[src/inc/transport_defines.vh]
// constants for the control-channel transport acknowledge and retransmit block
`ifndef TRANSPORT_DEFINES_VH
`define TRANSPORT_DEFINES_VH

// three-digit sequence numbering, 000..999
`define SEQ_W 10
`define SEQ_MOD 10'h3E8
`define SEQ_LAST 10'h3E7
`define SEQ_HALF 10'h1F4

// register byte offsets
`define OFF_CTRL 12'h000
`define OFF_STATUS 12'h004
`define OFF_INT_STAT 12'h008
`define OFF_INT_EN 12'h00C
`define OFF_INT_CLR 12'h010
`define OFF_TIMEOUT 12'h014
`define OFF_INIT 12'h018

// control register bits
`define CTRL_OPEN 0
`define CTRL_SEND 1

// status register fields
`define STAT_TXSEQ_LSB 0
`define STAT_RXEXP_LSB 16
`define STAT_RTX_BIT 26
`define STAT_ACKV_BIT 27
`define STAT_OUT_LSB 28

// event bits of the interrupt status, enable and clear registers
`define EV_GAP 0
`define EV_LOSS 1
`define EV_TMO 2
`define EV_DUP 3
`define EV_RX 4
`define EV_W 5

// retransmission time-out: time in ns, clock period in ns, derived cycle count
`define RTO_NS 4000
`define CLK_NS 4
`define RTO_CYCLES (`RTO_NS / `CLK_NS)

`endif
[src/hw/rto_timer.v]
// retransmission time-out counter, one pulse when the limit is reached
`timescale 1ns/1ns
module rto_timer #(
    parameter W = 16
) (
    input wire clk,
    input wire sys_rst,
    input wire ce,
    input wire run,
    input wire restart,
    input wire [W-1:0] limit,
    output reg expired
);
    reg [W-1:0] cnt_r;

    // a limit of zero behaves as one cycle
    always @(posedge clk) begin
        if (sys_rst) begin
            cnt_r <= {W{1'b0}};
            expired <= 1'b0;
        end else if (ce) begin
            expired <= 1'b0;
            if (restart || !run) begin
                cnt_r <= {W{1'b0}};
            end else if (cnt_r + {{(W-1){1'b0}}, 1'b1} >= limit) begin
                cnt_r <= {W{1'b0}};
                expired <= 1'b1;
            end else begin
                cnt_r <= cnt_r + {{(W-1){1'b0}}, 1'b1};
            end
        end
    end
endmodule // rto_timer

[src/hw/transport_ack_retransmit.v]
// transport entity: numbering, cumulative acknowledgement, loss detection and retransmission
`timescale 1ns/1ns
`include "transport_defines.vh"

module transport_ack_retransmit #(
    parameter DATA_W = 32,
    parameter DEPTH = 8,
    parameter TMO_W = 16
) (
    input wire clk,
    input wire sys_rst,
    input wire ce,
    input wire psel,
    input wire penable,
    input wire pwrite,
    input wire [11:0] paddr,
    input wire [31:0] pwdata,
    output reg [31:0] prdata,
    output reg pready,
    output reg pslverr,
    output reg irq,
    input wire tx_valid,
    input wire [DATA_W-1:0] tx_data,
    output reg tx_ready,
    output reg rx_valid,
    output reg [DATA_W-1:0] rx_data,
    output reg lk_tx_valid,
    output reg [9:0] lk_tx_seq,
    output reg [9:0] lk_tx_ack,
    output reg lk_tx_ack_valid,
    output reg lk_tx_lp,
    output reg lk_tx_ctl,
    output reg [DATA_W-1:0] lk_tx_data,
    input wire lk_tx_ready,
    input wire lk_rx_valid,
    input wire [9:0] lk_rx_seq,
    input wire [9:0] lk_rx_ack,
    input wire lk_rx_ack_valid,
    input wire lk_rx_lp,
    input wire lk_rx_ctl,
    input wire [DATA_W-1:0] lk_rx_data
);
    localparam SW = DATA_W + 2;
    localparam [9:0] WIN_MAX = DEPTH - 1;
    localparam [TMO_W-1:0] TMO_RST = `RTO_CYCLES;

    // successor with wrap from 999 to 000
    function [9:0] seq_inc(input [9:0] s);
        begin
            seq_inc = (s == `SEQ_LAST) ? 10'h000 : s + 10'h001;
        end
    endfunction

    function [9:0] seq_dec(input [9:0] s);
        begin
            seq_dec = (s == 10'h000) ? `SEQ_LAST : s - 10'h001;
        end
    endfunction

    // forward distance from a to b modulo 1000; mod-1024 wrap of the sum is harmless
    function [9:0] seq_dist(input [9:0] a, input [9:0] b);
        begin
            seq_dist = (b >= a) ? b - a : b + `SEQ_MOD - a;
        end
    endfunction

    function reg_hit(input [11:0] a);
        begin
            reg_hit = (a == `OFF_CTRL) || (a == `OFF_STATUS) || (a == `OFF_INT_STAT) || (a == `OFF_INT_EN) ||
                      (a == `OFF_INT_CLR) || (a == `OFF_TIMEOUT) || (a == `OFF_INIT);
        end
    endfunction

    reg open_r, open_nxt, ctl_pend_r, ctl_pend_nxt, ackv_r, ackv_nxt, ack_pend_r, ack_pend_nxt;
    reg [9:0] una_r, una_nxt, sptr_r, sptr_nxt, wptr_r, wptr_nxt, rcv_r, rcv_nxt, last_r, last_nxt;
    reg [9:0] init_r, init_nxt;
    reg [`EV_W-1:0] stat_r, stat_nxt, en_r, en_nxt;
    reg [TMO_W-1:0] tmo_r, tmo_nxt;
    reg [31:0] rd_mux;
    wire [SW-1:0] rd_word;
    wire expired;

    // link handshake, bus phases
    wire lk_free = ~lk_tx_valid | lk_tx_ready;
    wire setup = psel & ~penable;
    wire wr_acc = psel & penable & pready & pwrite;

    // receive side classification; nothing is taken while closed
    wire rx_on = lk_rx_valid & open_r;
    wire carries = lk_rx_lp | lk_rx_ctl;
    wire [9:0] sent_cnt = seq_dist(una_r, sptr_r);
    wire [9:0] ack_d = seq_dist(una_r, lk_rx_ack);
    wire ack_ok = rx_on & lk_rx_ack_valid & (ack_d <= sent_cnt);
    wire loss = ack_ok & (lk_rx_ack != sptr_r);
    wire in_seq = rx_on & carries & (~ackv_r | (lk_rx_seq == rcv_r));
    wire [9:0] back_d = seq_dist(lk_rx_seq, rcv_r);
    wire dup = rx_on & carries & ~in_seq & (back_d < `SEQ_HALF);
    wire gap = rx_on & carries & ~in_seq & ~dup;
    wire [`EV_W-1:0] ev = {in_seq & lk_rx_lp, dup, expired & ~loss, loss, gap};

    // transmit side: the user and control packets fill the store, the send pointer drains it
    wire take = tx_valid & tx_ready;
    wire wr_ctl = ctl_pend_r & open_r & ~take;
    wire st_wr = take | wr_ctl;
    wire send_data = open_r & lk_free & (sptr_r != wptr_r);
    wire send_ack = open_r & lk_free & ~send_data & ack_pend_r;
    wire timer_run = open_r & (sent_cnt != 10'h000);
    wire timer_restart = (una_nxt != una_r) | (send_data & (sent_cnt == 10'h000)) | loss;

    tx_store #(
        .DATA_W(DATA_W),
        .DEPTH(DEPTH)
    ) u_store (
        .clk(clk),
        .ce(ce),
        .wr_en(st_wr),
        .wr_seq(wptr_r),
        .wr_word({take, wr_ctl, take ? tx_data : {DATA_W{1'b0}}}),
        .rd_seq(sptr_r),
        .rd_word(rd_word)
    );

    rto_timer #(
        .W(TMO_W)
    ) u_timer (
        .clk(clk),
        .sys_rst(sys_rst),
        .ce(ce),
        .run(timer_run),
        .restart(timer_restart),
        .limit(tmo_r),
        .expired(expired)
    );

    // next state of the protocol and the register file
    always @* begin
        open_nxt = open_r;
        ctl_pend_nxt = ctl_pend_r;
        ackv_nxt = ackv_r;
        ack_pend_nxt = ack_pend_r;
        una_nxt = una_r;
        sptr_nxt = sptr_r;
        wptr_nxt = wptr_r;
        rcv_nxt = rcv_r;
        last_nxt = last_r;
        init_nxt = init_r;
        en_nxt = en_r;
        tmo_nxt = tmo_r;
        stat_nxt = stat_r;
        if (ack_ok) begin
            una_nxt = lk_rx_ack;
        end
        // loss rewinds to the first unacknowledged, time-out to the oldest outstanding
        if (loss) begin
            sptr_nxt = lk_rx_ack;
        end else if (expired) begin
            sptr_nxt = una_r;
        end else if (send_data) begin
            sptr_nxt = seq_inc(sptr_r);
        end
        if (send_data) begin
            last_nxt = sptr_r;
        end
        if (st_wr) begin
            wptr_nxt = seq_inc(wptr_r);
        end
        if (wr_ctl) begin
            ctl_pend_nxt = 1'b0;
        end
        if (send_data || send_ack) begin
            ack_pend_nxt = 1'b0;
        end
        // a fresh arrival wins over the clear by a send in the same cycle
        if (rx_on && carries) begin
            ack_pend_nxt = 1'b1;
            ackv_nxt = 1'b1;
        end
        if (in_seq) begin
            rcv_nxt = seq_inc(lk_rx_seq);
        end
        if (wr_acc) begin
            if (paddr == `OFF_CTRL) begin
                open_nxt = pwdata[`CTRL_OPEN];
                if (pwdata[`CTRL_SEND] && open_r) begin
                    ctl_pend_nxt = 1'b1;
                end
            end else if (paddr == `OFF_INT_EN) begin
                en_nxt = pwdata[`EV_W-1:0];
            end else if (paddr == `OFF_INT_CLR) begin
                stat_nxt = stat_r & ~pwdata[`EV_W-1:0];
            end else if (paddr == `OFF_TIMEOUT) begin
                tmo_nxt = pwdata[TMO_W-1:0];
            end else if (paddr == `OFF_INIT) begin
                init_nxt = pwdata[9:0];
            end
        end
        stat_nxt = stat_nxt | ev;
        // opening reloads numbering; acknowledgements are invalid until the peer is heard
        if (open_nxt && !open_r) begin
            una_nxt = init_r;
            sptr_nxt = init_r;
            wptr_nxt = init_r;
            last_nxt = seq_dec(init_r);
            rcv_nxt = 10'h000;
            ackv_nxt = 1'b0;
            ack_pend_nxt = 1'b0;
            ctl_pend_nxt = 1'b0;
        end
    end

    // register read data
    always @* begin
        rd_mux = 32'h00000000;
        if (paddr == `OFF_CTRL) begin
            rd_mux[`CTRL_OPEN] = open_r;
            rd_mux[`CTRL_SEND] = ctl_pend_r;
        end else if (paddr == `OFF_STATUS) begin
            rd_mux[`STAT_TXSEQ_LSB +: 10] = wptr_r;
            rd_mux[`STAT_RXEXP_LSB +: 10] = rcv_r;
            rd_mux[`STAT_RTX_BIT] = (sptr_r != wptr_r) && (sent_cnt != 10'h000);
            rd_mux[`STAT_ACKV_BIT] = ackv_r;
            rd_mux[`STAT_OUT_LSB +: 4] = sent_cnt[3:0];
        end else if (paddr == `OFF_INT_STAT) begin
            rd_mux[`EV_W-1:0] = stat_r;
        end else if (paddr == `OFF_INT_EN) begin
            rd_mux[`EV_W-1:0] = en_r;
        end else if (paddr == `OFF_TIMEOUT) begin
            rd_mux[TMO_W-1:0] = tmo_r;
        end else if (paddr == `OFF_INIT) begin
            rd_mux[9:0] = init_r;
        end
    end

    // state registers, bus answer and link outputs; all frozen while ce is low
    always @(posedge clk) begin
        if (sys_rst) begin
            open_r <= 1'b0;
            ctl_pend_r <= 1'b0;
            ackv_r <= 1'b0;
            ack_pend_r <= 1'b0;
            una_r <= 10'h000;
            sptr_r <= 10'h000;
            wptr_r <= 10'h000;
            rcv_r <= 10'h000;
            last_r <= 10'h000;
            init_r <= 10'h000;
            en_r <= {`EV_W{1'b0}};
            stat_r <= {`EV_W{1'b0}};
            tmo_r <= TMO_RST;
            prdata <= 32'h00000000;
            pready <= 1'b0;
            pslverr <= 1'b0;
            irq <= 1'b0;
            tx_ready <= 1'b0;
            rx_valid <= 1'b0;
            rx_data <= {DATA_W{1'b0}};
            lk_tx_valid <= 1'b0;
            lk_tx_seq <= 10'h000;
            lk_tx_ack <= 10'h000;
            lk_tx_ack_valid <= 1'b0;
            lk_tx_lp <= 1'b0;
            lk_tx_ctl <= 1'b0;
            lk_tx_data <= {DATA_W{1'b0}};
        end else if (ce) begin
            open_r <= open_nxt;
            ctl_pend_r <= ctl_pend_nxt;
            ackv_r <= ackv_nxt;
            ack_pend_r <= ack_pend_nxt;
            una_r <= una_nxt;
            sptr_r <= sptr_nxt;
            wptr_r <= wptr_nxt;
            rcv_r <= rcv_nxt;
            last_r <= last_nxt;
            init_r <= init_nxt;
            en_r <= en_nxt;
            stat_r <= stat_nxt;
            tmo_r <= tmo_nxt;
            // no wait state: answer is ready in the first access cycle
            pready <= setup;
            pslverr <= setup & ~reg_hit(paddr);
            if (setup && !pwrite) begin
                prdata <= rd_mux;
            end
            irq <= |(stat_nxt & en_nxt);
            // window kept one below depth for user packets only; control packets are stored without this check and can make stored numbers alias
            tx_ready <= open_nxt & open_r & ~ctl_pend_nxt & (seq_dist(una_nxt, wptr_nxt) < WIN_MAX);
            // in-order packets only go up; gaps and duplicates are dropped
            rx_valid <= in_seq & lk_rx_lp;
            if (in_seq && lk_rx_lp) begin
                rx_data <= lk_rx_data;
            end
            if (send_data) begin
                lk_tx_valid <= 1'b1;
                lk_tx_seq <= sptr_r;
                lk_tx_ack <= rcv_r;
                lk_tx_ack_valid <= ackv_r;
                lk_tx_lp <= rd_word[SW-1];
                lk_tx_ctl <= rd_word[SW-2];
                lk_tx_data <= rd_word[DATA_W-1:0];
            end else if (send_ack) begin
                lk_tx_valid <= 1'b1;
                lk_tx_seq <= last_r;
                lk_tx_ack <= rcv_r;
                lk_tx_ack_valid <= ackv_r;
                lk_tx_lp <= 1'b0;
                lk_tx_ctl <= 1'b0;
                lk_tx_data <= {DATA_W{1'b0}};
            end else if (lk_tx_ready) begin
                lk_tx_valid <= 1'b0;
            end
        end
    end
endmodule // transport_ack_retransmit

[src/hw/tx_store.v]
// store of sent packets kept until acknowledged, indexed by sequence number
`timescale 1ns/1ns
module tx_store #(
    parameter DATA_W = 32,
    parameter DEPTH = 8
) (
    input wire clk,
    input wire ce,
    input wire wr_en,
    input wire [9:0] wr_seq,
    input wire [DATA_W+1:0] wr_word,
    input wire [9:0] rd_seq,
    output wire [DATA_W+1:0] rd_word
);
    localparam AW = $clog2(DEPTH);

    reg [DATA_W+1:0] mem [0:DEPTH-1];

    // depth must be a power of two dividing 1000, so low bits stay unique across the 999 to 000 wrap
    always @(posedge clk) begin
        if (ce && wr_en) begin
            mem[wr_seq[AW-1:0]] <= wr_word;
        end
    end

    assign rd_word = mem[rd_seq[AW-1:0]];
endmodule // tx_store

[config.mk]
export PLATFORM = sky130hd
export DESIGN_NAME = transport_ack_retransmit
export DESIGN_NICKNAME = d
export VERILOG_FILES = /design/src/hw/rto_timer.v /design/src/hw/transport_ack_retransmit.v /design/src/hw/tx_store.v
export VERILOG_INCLUDE_DIRS = /design/src /design/src/inc
export SDC_FILE = /design/constraint.sdc
export NUM_CORES = 1
export LEC_CHECK = 0
export BUFFER_PORTS_ARGS = -buffer_cell sky130_fd_sc_hd__buf_2
export CORE_UTILIZATION = 60
export DETAILED_ROUTE_END_ITERATION = 16
export PLACE_DENSITY = 0.9
export SLEW_MARGIN = 20
export SYNTH_ARGS = -nofsm -noshare
export SYNTH_HDL_FRONTEND = slang
export SYNTH_SLANG_ARGS = --single-unit
[constraint.sdc]
create_clock -name clk -period 9.4 [get_ports clk]
set_input_delay 1.41 -clock clk [delete_from_list [all_inputs] [get_ports clk]]
set_output_delay 1.41 -clock clk [all_outputs]
set_load 0.02 [all_outputs]
# After elaboration in Yosys (flattened, before gate mapping)
# Memory sizes are Yosys's and may differ from the RTL's. A register that Yosys moved wholly into a read port is not among the register bits.
# Cells that the tools add are included.
# totals
regBits	232
ram_bits	272
inputBits	140
out_inout_bits	125
word_cells	235
memories	1
# memory_table
name	depth	word_bits	rd	rd_ports_with_merged_regs	write_ports	line_no	text
u_store.mem	8	34	1	1	1	tx_store.v:17	reg [DATA_W+1:0] mem [0:DEPTH-1];
# op_classes
add_sub_neg	17
order_cmp	8
n_eq_ne	13
muxes	74
n_bitwise	52
n_reduce_logical	41
# op_table
cell	n
$mux W10	27
$mux W32	3
$sub A10 B10 Y10	8
$mux W16	3
$mux W5	9
$add A10 B10 Y10 const B	4
$ge A10 B10 Y1	4
$eq A12 B5 Y1 const B	3
$add A10 B1 Y10 const B	3
$eq A10 B10 Y1 const B	3
$mux W30	1
$ne A10 B10 Y1	3
$and A1 B1 Y1	28
$eq A12 B4 Y1 const B	2
$mux W1	24
$mux W11	2
$logic_not A10 Y1	2
$reduce_and A2 Y1	9
$add A16 B1 Y16 const B	1
$ge A16 B16 Y1	1
$not A1 Y1	14
$eq A12 B3 Y1 const B	1
$logic_not A12 Y1	1
$mux W6	2
other kinds (21)	47

# Longest topological paths before layout
# Gate-level depths: netlist (run 1).
# logic_depth
word_depth	12
depth_mapped	36
ltp_nobuf	35

# By module
# Synthesis (run 1) repeated with hierarchy kept, for this count alone.
# hier_totals
cells_unflattened	2397
hier_area_um2	25767.2
# by_module_without_submodules
module	instances	cells_each	area_each_um2	seq_area_each_um2
transport_ack_retransmit	1	1821	14047.2	4304.1
tx_store	1	407	10405.0	8167.8
rto_timer	1	169	1315.0	340.3

# Least setup slack after synthesis (run 1)
# No wires, ideal clock.
# synth_timing
path_type	input -> register
from	in lk_rx_ack[2]
to	reg tx_ready
setup_ns	0.084
t_arrival_ns	7.978
required_time_ns	9.316
slack_ns	1.338
cell_stages	33
n_path_buf	1
cell_sequence	ha_1 > inv_1 > fa_1 > nor2b_1 > o21ai_0 > a21boi_0 > o21ai_0 > a21boi_0 > o21a_1 > or4b_2 > nand3_1 > xnor2_1 > ha_1 > and4_1 > o211a_1 > a2111o_1 > a21oi_2 > buf_2 > a21oi_1 > a21oi_1 > inv_1 > ha_1 > ha_1 > ha_1 > a21oi_1 > o21ai_0 > a21oi_1 > o21bai_1 > a2111oi_0 > o31ai_1 > a2111oi_0 > a21oi_1 > o31ai_2
# synth_between
elab_chain_len	11
word_cells_on_any_way	15
classes_between	add/sub (5); order compare (4); mux (4); bitwise (2)
# synth_lines
element	line_no	text
start: declaration	transport_ack_retransmit.v:37	input wire [9:0] lk_rx_ack,
$add A10 B10 Y10 (no source line)	n/a	
$sub A10 B10 Y10	transport_ack_retransmit.v:63	seq_dist = (b >= a) ? b - a : b + `SEQ_MOD - a;
$mux W10 (*)	transport_ack_retransmit.v:63	
$le A10 B10 Y1 (*)	transport_ack_retransmit.v:93	wire ack_ok = rx_on & lk_rx_ack_valid & (ack_d <= sent_cnt);
$and A1 B1 Y1 (*)	transport_ack_retransmit.v:93	
$mux W10 (*)	transport_ack_retransmit.v:150	if (ack_ok) begin
$mux W10 (*)	transport_ack_retransmit.v:199	if (open_nxt && !open_r) begin
via una_nxt[1]	transport_ack_retransmit.v:75	reg [9:0] una_r, una_nxt, sptr_r, sptr_nxt, wptr_r, wptr_nxt, rcv_r, rcv_nxt, last_r, last_nxt;
$sub A10 B10 Y10 or $ge A10 B10 Y1 (tied branches)	transport_ack_retransmit.v:63	
$mux W10 (*)	transport_ack_retransmit.v:63	
$lt A10 B3 Y1 (*)	transport_ack_retransmit.v:286	tx_ready <= open_nxt & open_r & ~ctl_pend_nxt & (seq_dist(una_nxt, wptr_nxt) < WIN_MAX);
$and A1 B1 Y1 (*)	transport_ack_retransmit.v:286	
end signal: assignment	transport_ack_retransmit.v:286	
end: declaration	transport_ack_retransmit.v:24	output reg tx_ready,
# The timed path passes the listed nets; every way through them passes the cells marked *.
# A chain may end at the register's enable or synchronous reset.

# Final worst setup path (run 1)
# Ends and elaborated chain as after synthesis.

==> qor.csv, run 1 <==
stage,metric,value,unit
placed_design,routability-driven placement congestion ratio,0.963,
floorplan,core box area,43200,um^2
floorplan,Chip Width,211,um
timing,endpoints failing hold,0,
floorplan,# rows,76,
min_path,Hold Path Class,reg -> reg,
logic_synthesis,Ys Warns,0,
timing,unrepaired setup endpoints after global routing,no,
clocking,worst skew pair latency,0.64,ns
route,WL final,79300,um
placed_design,Area after DPL,28000,um^2
global_route,vias in the first global route,21304,
route,drt pass-1 iters,7,
logic_synthesis,ys flop type,edfxtp_1,
setup_path,CP required,9.94,ns
clocking,root buf cell,clkbuf_16,
clocking,Setup Buffers After CTS,0,
logic_synthesis,"Net Count, Synth",2792,
setup_path,Worst setup EP type,register,
clocking,worst-case clock buffer depth,3,
clocking,cts bufs inserted,50,
setup_path,Setup crit start kind,input port,
clocking,CTS tree,yes,
route,Iter 0 DRT Violations,2691,
route,Avg WL per Cell,23.9,um
clocking,PostCTS Resize Cnt,0,
layout,design area,29700,um^2
logic_synthesis,sequential area share after synthesis,48.9,%
placed_design,pre-CTS setup slack,0.275,ns
status,status,"complete, no violations",
clocking,H-Tree Depth,2,
logic_synthesis,Netlist cell types,85,
timing,Final Slew Violations,0,
timing,Worst slew margin,14.8,%
floorplan,total die area,44700,um^2
layout,area growth from synthesis to layout,12.9,%
logic_synthesis,synthesis-stage register bit count,507,
timing,Worst Hold Slack,0.453,ns
global_route,largest net degree at the start of global routing,82,
timing,Layout Skew,0.0631,ns
timing,post-layout min period,8.68,ns
layout,Layout Nets,2968,
power,worst vdd ir,0.000203,V
layout,Fillers,3014,
timing,setup_tns,0,ns
setup_path,critical path type,in -> reg,
floorplan,Ports,265,
route,DRC errors left,0,
logic_synthesis,Mean Syn Cell Area,10.5,um^2
setup_path,CP peak stage delay,0.61,ns
global_route,antenna violations before repair,3,
floorplan,Die Ht,211,um
route,post-route ant nets,0,
power,P_leak,12.0,nW
placed_design,hpwl dp,50400,um
global_route,total gr overflow,0,
route,drt via density,6.57,
logic_synthesis,Synth Instances,2514,
layout,Util after Layout,68.8,%
placed_design,IO buf count,248,
timing,Tcrit/Tclk final,92.4,%
clocking,clk slew on worst S/H paths,0.06,ns
logic_synthesis,number of flops mapped to enable cells by yosys,272,
run,max-cap violations,0,
timing,setup violators final,0,
setup_path,largest fanout on the critical path,8,
timing,final setup margin,0.715,ns
floorplan,Starting Density,60.9,%
logic_synthesis,fraction of registers with async set/reset,0,%
clocking,Clock Sinks,507,
clocking,Post-CTS Hold Buffers,0,
setup_path,CP arrival,9.22,ns
global_route,gr usage total,35.0,%
setup_path,crit path max-delay cell type,or4b_2,
layout,layout cells sized above 1,17.7,%
timing,Worst-Margin Slew,1.25,ns
power,PD cells,155,nW/um^2
timing,Highest Clock Rate,0.115,GHz
route,total number of vias,21804,
global_route,first-pass GRT wire length,120000,um
logic_synthesis,mapped cell area,26300,um^2
==> report_power, final <==
part | internal [W] | switching, W
Combinational | 0.0000838 | 0.000145
Sequential | 0.00231 | 0.00000518
Clock | 0.00114 | 0.000904
Total | 0.00354 | 0.00105
==> routing by layer <==
| metal | share of wire [%] | GRT usage [%] | vias to the layer above |
|---|---|---|---|
| met5 | 0.019 | 0 | - |
| met4 | 5.1 | 17.9 | 2 |
| met3 | 11 | 7.42 | 312 |
| met2 | 48 | 57.2 | 1505 |
| met1 | 37 | 43.9 | 10447 |
| li1 | - | - | 9538 |
==> registers in the layout, indices dropped and copies added (netlist names), 16 cells and up, named ones only <==
register       cells
u_store.mem      272
lk_tx_data        32
prdata            32
rx_data           32
tmo_r             16
u_timer.cnt_r     16
==> worst paths after layout <==
check                           slack, ns                      start  depth (start not counted)                   endpoint
worst max-delay path                 0.72               lk_rx_ack[2]                         33      tx_ready$_SDFFE_PP0P_
worst min register to register       0.45  lk_tx_ack[4]$_SDFFE_PP0P_                          2  lk_tx_ack[4]$_SDFFE_PP0P_
worst min-delay path                 0.45  lk_tx_ack[4]$_SDFFE_PP0P_                          2  lk_tx_ack[4]$_SDFFE_PP0P_
worst max register to register       0.93      una_r[2]$_SDFFE_PP0P_                         33      tx_ready$_SDFFE_PP0P_
==> critical path: cells and delay by family <==
| family | cells | cell delay (ns) |
|---|---|---|
| AOI/OAI and AO/OA | 19 | 4.44 |
| adders and majority gates | 6 | 1.71 |
| and+or+nand+nor | 4 | 1.13 |
| buffers and inverters | 3 | 0.36 |
| xor gates and xnor gates | 1 | 0.13 |
==> area by class of cell <==
type	instances	area, um^2	area share [%]
flip-flops and latches	507	12900	43.4
multi-input cells	1702	12300	41.6
repair buffers	284	1520	5.11
clock buffers	69	1360	4.59
well taps	585	732	2.46
inverters	145	544	1.83
clock inverters	25	307	1.03
diodes	2	5.00	0.0169
==> cell usage after synthesis, drive strengths merged, types with 20 or more instances <==
cell	n	area share, %
nand2	229	3.3
clkbuf	146	2.1
nor2b	22	0.52
a211oi	25	0.73
and3	50	1.2
mux4	69	5.9
dfxtp	235	18
nor3	71	1.4
a21oi	209	4.0
or3	20	0.48
nand3	48	0.93
a22oi	33	0.96
nand4	37	0.88
o21ai	60	1.1
inv	144	2.1
ha	121	5.8
mux2i	70	2.7
nor4	24	0.63
edfxtp	272	31
xnor2	60	2.0
nor2	235	3.4
xor2	45	1.5
==> kinds of logic after synthesis <==
family / count (synthesis) / share of synthesized area (%)
and+or+nand+nor: 798 / 14.3
AOI/OAI and AO/OA: 513 / 12.8
DFF: 507 / 48.9
buffers and inverters: 305 / 4.43
muxes: 148 / 8.96
adders and majority gates: 138 / 7.05
xor gates and xnor gates: 105 / 3.50
==> metrics by stage <==
stage                     instances  total power [W]
after CTS                      3317          0.00459
after global placement         3223          0.00258
after floorplan                2514          0.00250
after detailed placement       3223          0.00258
after global routing           3318          0.00470
final                          3319          0.00459
==> cells in the final DEF, fill, tap and decap left out, types with 11 or more instances in the layout <==
cell,Yosys,routed
mux2i_1,70,70
a211oi_1,24,24
and3_1,49,48
xnor2_1,60,60
a21o_1,17,17
o211ai_1,13,13
nor3_1,71,66
nand2b_1,13,13
nand3_1,47,47
or2_2,12,12
o21a_1,11,11
a311oi_1,11,11
clkbuf_1,146,15
xor2_1,45,45
inv_1,144,144
nand4_1,37,37
nor4_1,23,20
mux4_2,69,69
o21ai_0,59,58
nor2_1,235,233
clkbuf_16,0,50
edfxtp_1,272,272
a22oi_1,32,32
ha_1,121,121
nand2_1,228,227
dfxtp_1,235,232
fa_1,17,17
a21oi_1,208,208
buf_4,1,36
a31oi_1,11,11
buf_2,7,247
or3_1,20,20
nor2b_1,22,22
No activity file was read; power rests on OpenSTA's default activity.
==> run 2: changes to the inputs <==
==> constraint.sdc (replaced) <==
create_clock -name clk -period 9.4 [get_ports clk]
set_input_delay 1.88 -clock clk [delete_from_list [all_inputs] [get_ports clk]]
set_output_delay 1.88 -clock clk [all_outputs]
set_load 0.02 [all_outputs]
==> run 2 against run 1 <==
Sequential power hardly changed; die area stayed put; non-clock buffer count is 4 higher; via count is 0.19% higher; largest power group unchanged; maximum frequency is 1.8% lower; highest routed layer unchanged; core utilization is 0.26 points higher; critical endpoint unchanged; hold slack worse by 0.0020 ns; critical path type unchanged.
==> qor.csv, run 2 (synthesis results as in run 1) <==
stage,metric,value,unit,change
global_route,gr usage total,35.3,%,+0.27 points
setup_path,worst r2r dst,tx_ready$_SDFFE_PP0P_,,
timing,final setup margin,0.556,ns,-0.159 ns
placed_design,Area after DPL,28000,um^2,about the same
clocking,CTS tree,yes,,
route,drt via density,6.58,,+0.10%
layout,"most common cell after layout, fill and taps aside",edfxtp_1,,
setup_path,Setup crit start kind,input port,,
timing,Layout Skew,0.0633,ns,+0.000212 ns
setup_path,CP required,9.95,ns,about the same
floorplan,Die Ht,211,um,unchanged
clocking,Clock Sinks,507,,unchanged
power,P_leak,12.0,nW,+0.55%
status,status,"complete, no violations",,
global_route,met1 Use GR,43.9,%,about the same
timing,setup violators final,0,,unchanged
setup_path,CP arrival,9.39,ns,+0.17 ns
timing,Worst Hold Slack,0.451,ns,-0.00201 ns
clocking,worst-case clock buffer depth,3,,unchanged
global_route,largest net degree at the start of global routing,81,,-1.2%
power,Sequential Power Share,49.7,%,-0.7 points
power,Net Sw Frac,22.8,%,-0.21 points
layout,area growth from synthesis to layout,13.3,%,
floorplan,core box area,43200,um^2,unchanged
timing,Tcrit/Tclk final,94.1,%,+1.7 points
route,DRC errors left,0,,unchanged
timing,Worst-Margin Slew,1.15,ns,-0.0978 ns
setup_path,R2R setup slack,1.27,ns,+0.34 ns
clocking,clk slew on worst S/H paths,0.06,ns,about the same
floorplan,Chip Width,211,um,unchanged
setup_path,CP peak stage delay,0.60,ns,about the same
setup_path,critical path type,in -> reg,,
floorplan,Starting Density,60.9,%,unchanged
global_route,first-pass GRT wire length,121000,um,+0.72%
placed_design,IO buf count,248,,unchanged
timing,post-layout min period,8.84,ns,+0.159 ns
layout,Layout Nets,2972,,+0.13%
route,Avg WL per Cell,24.0,um,+0.31%
power,PD cells,156,nW/um^2,+1.1%
layout,Util after Layout,69.0,%,+0.26 points
global_route,GR Util met3,7.70,%,+0.28 points
route,post-route ant nets,0,,unchanged
route,drt pass-1 iters,5,,-2
power,overall power,0.00466,W,+1.5%
placed_design,routability-driven placement congestion ratio,1.00,,+4.3%
min_path,Hold Path Class,reg -> reg,,
power,Pint,0.00360,W,+1.7%
power,combinational share of power,4.9,%,about the same
layout,Largest register FFs,272,,unchanged
run,max-cap violations,0,,unchanged
power,Psw,0.00106,W,+0.53%
setup_path,CP Launch Point,lk_rx_ack[0],,
layout,layout cells sized above 1,18.1,%,+0.45 points
global_route,M2 GR Usage,57.6,%,+0.36 points
timing,Highest Clock Rate,0.113,GHz,-1.8%
setup_path,Critical R2R Launch,una_r[2]$_SDFFE_PP0P_,,
layout,Fillers,2966,,-1.6%
floorplan,Ports,265,,unchanged
clocking,cts bufs inserted,50,,unchanged
global_route,antenna violations before repair,1,,-2
timing,Worst slew margin,21.4,%,+6.7 points
route,total number of vias,21846,,+0.19%
power,worst vdd ir,0.000232,V,+15%
layout,design area,29800,um^2,+0.38%
power,Clock power frac,45.3,%,+0.7 points
floorplan,# rows,76,,unchanged
timing,endpoints failing hold,0,,unchanged
clocking,H-Tree Depth,2,,unchanged
global_route,total gr overflow,0,,unchanged
setup_path,Crit path top cell by count,ha_1,,
timing,unrepaired setup endpoints after global routing,no,,
global_route,global route hottest layer,met2,,
placed_design,pre-CTS setup slack,-0.0116,ns,-0.286 ns
clocking,root buf cell,clkbuf_16,,
setup_path,crit path max-delay cell type,or4b_2,,
layout,"commonest non-fill, non-tap cells in the layout","edfxtp_1 (272), buf_2 (247), nor2_1 (233)",,
route,Iter 0 DRT Violations,2802,,+4.1%
setup_path,Worst setup EP type,register,,
setup_path,R2R depth,33,,unchanged
clocking,Setup Buffers After CTS,0,,unchanged
setup_path,largest fanout on the critical path,5,,-3
global_route,vias in the first global route,21510,,+0.97%
timing,Final Slew Violations,0,,unchanged
setup_path,Critical Path End,tx_ready$_SDFFE_PP0P_,,
placed_design,hpwl dp,51000,um,+1.2%
floorplan,total die area,44700,um^2,unchanged
route,WL final,79600,um,+0.40%
clocking,worst skew pair latency,0.64,ns,about the same
[run 2: worst min path at each step]
stage	start	depth (start not counted)	slack [ns]	to
2_1_floorplan	tmo_r[0]$_SDFFE_PP0P_	2	0.45	prdata[0]$_SDFFE_PP0P_
3_3_place_gp	rx_data[19]$_SDFFE_PP0P_	2	0.44	rx_data[19]$_SDFFE_PP0P_
3_5_place_dp	rx_data[22]$_SDFFE_PP0P_	2	0.44	rx_data[22]$_SDFFE_PP0P_
4_1_cts	rx_data[22]$_SDFFE_PP0P_	2	0.45	rx_data[22]$_SDFFE_PP0P_
5_1_grt	rx_data[24]$_SDFFE_PP0P_	2	0.48	rx_data[24]$_SDFFE_PP0P_
6_report	lk_tx_ack[1]$_SDFFE_PP0P_	2	0.45	lk_tx_ack[1]$_SDFFE_PP0P_
[run 2: per-layer routing]
metal,share of wire (%),wire [um]
met2,48,38300
met1,36,29000
met4,5.0,4000
met5,0.016,13
met3,10,8350
[run 2: power by group through the flow]
stage	clock [W]	sequential, W	combinational, W
finish	0.00211	0.00232	0.000230
global route	0.00220	0.00232	0.000249
CTS	0.00212	0.00232	0.000223
detailed placement	0	0.00237	0.000220
global placement	0	0.00237	0.000214
floorplan	0	0.00236	0.000139
[run 2: critical path, delay by kind of cell]
family	cells	cell delay, ns
buf+inv	5	0.51
compound gates	19	4.19
xor+xnor	1	0.15
fa+ha+maj	7	1.64
simple gates	4	1.00
[run 2: repair_timing]
item	in CTS	in global routing
gates resized for setup	0	2
hold buffers	0	0
setup endpoints to repair	0	1
[run 2: final cells by class]
cell class / instances / area, um^2 / area share (%)
flip-flops and latches: 507 / 12900 / 43.2
multi-input cells: 1702 / 12300 / 41.4
repair buffers: 288 / 1550 / 5.19
clock buffers: 67 / 1440 / 4.83
well taps: 585 / 732 / 2.46
inverters: 145 / 544 / 1.83
clock inverters: 27 / 318 / 1.07
diodes: 1 / 2.50 / 0.00840
[run 2: per-stage QoR]
step,instances,TNS (ns)
final,3322,0
after global routing,3321,0
after CTS,3321,0
after detailed placement,3227,-0.0116
after global placement,3227,0
after floorplan,2514,0
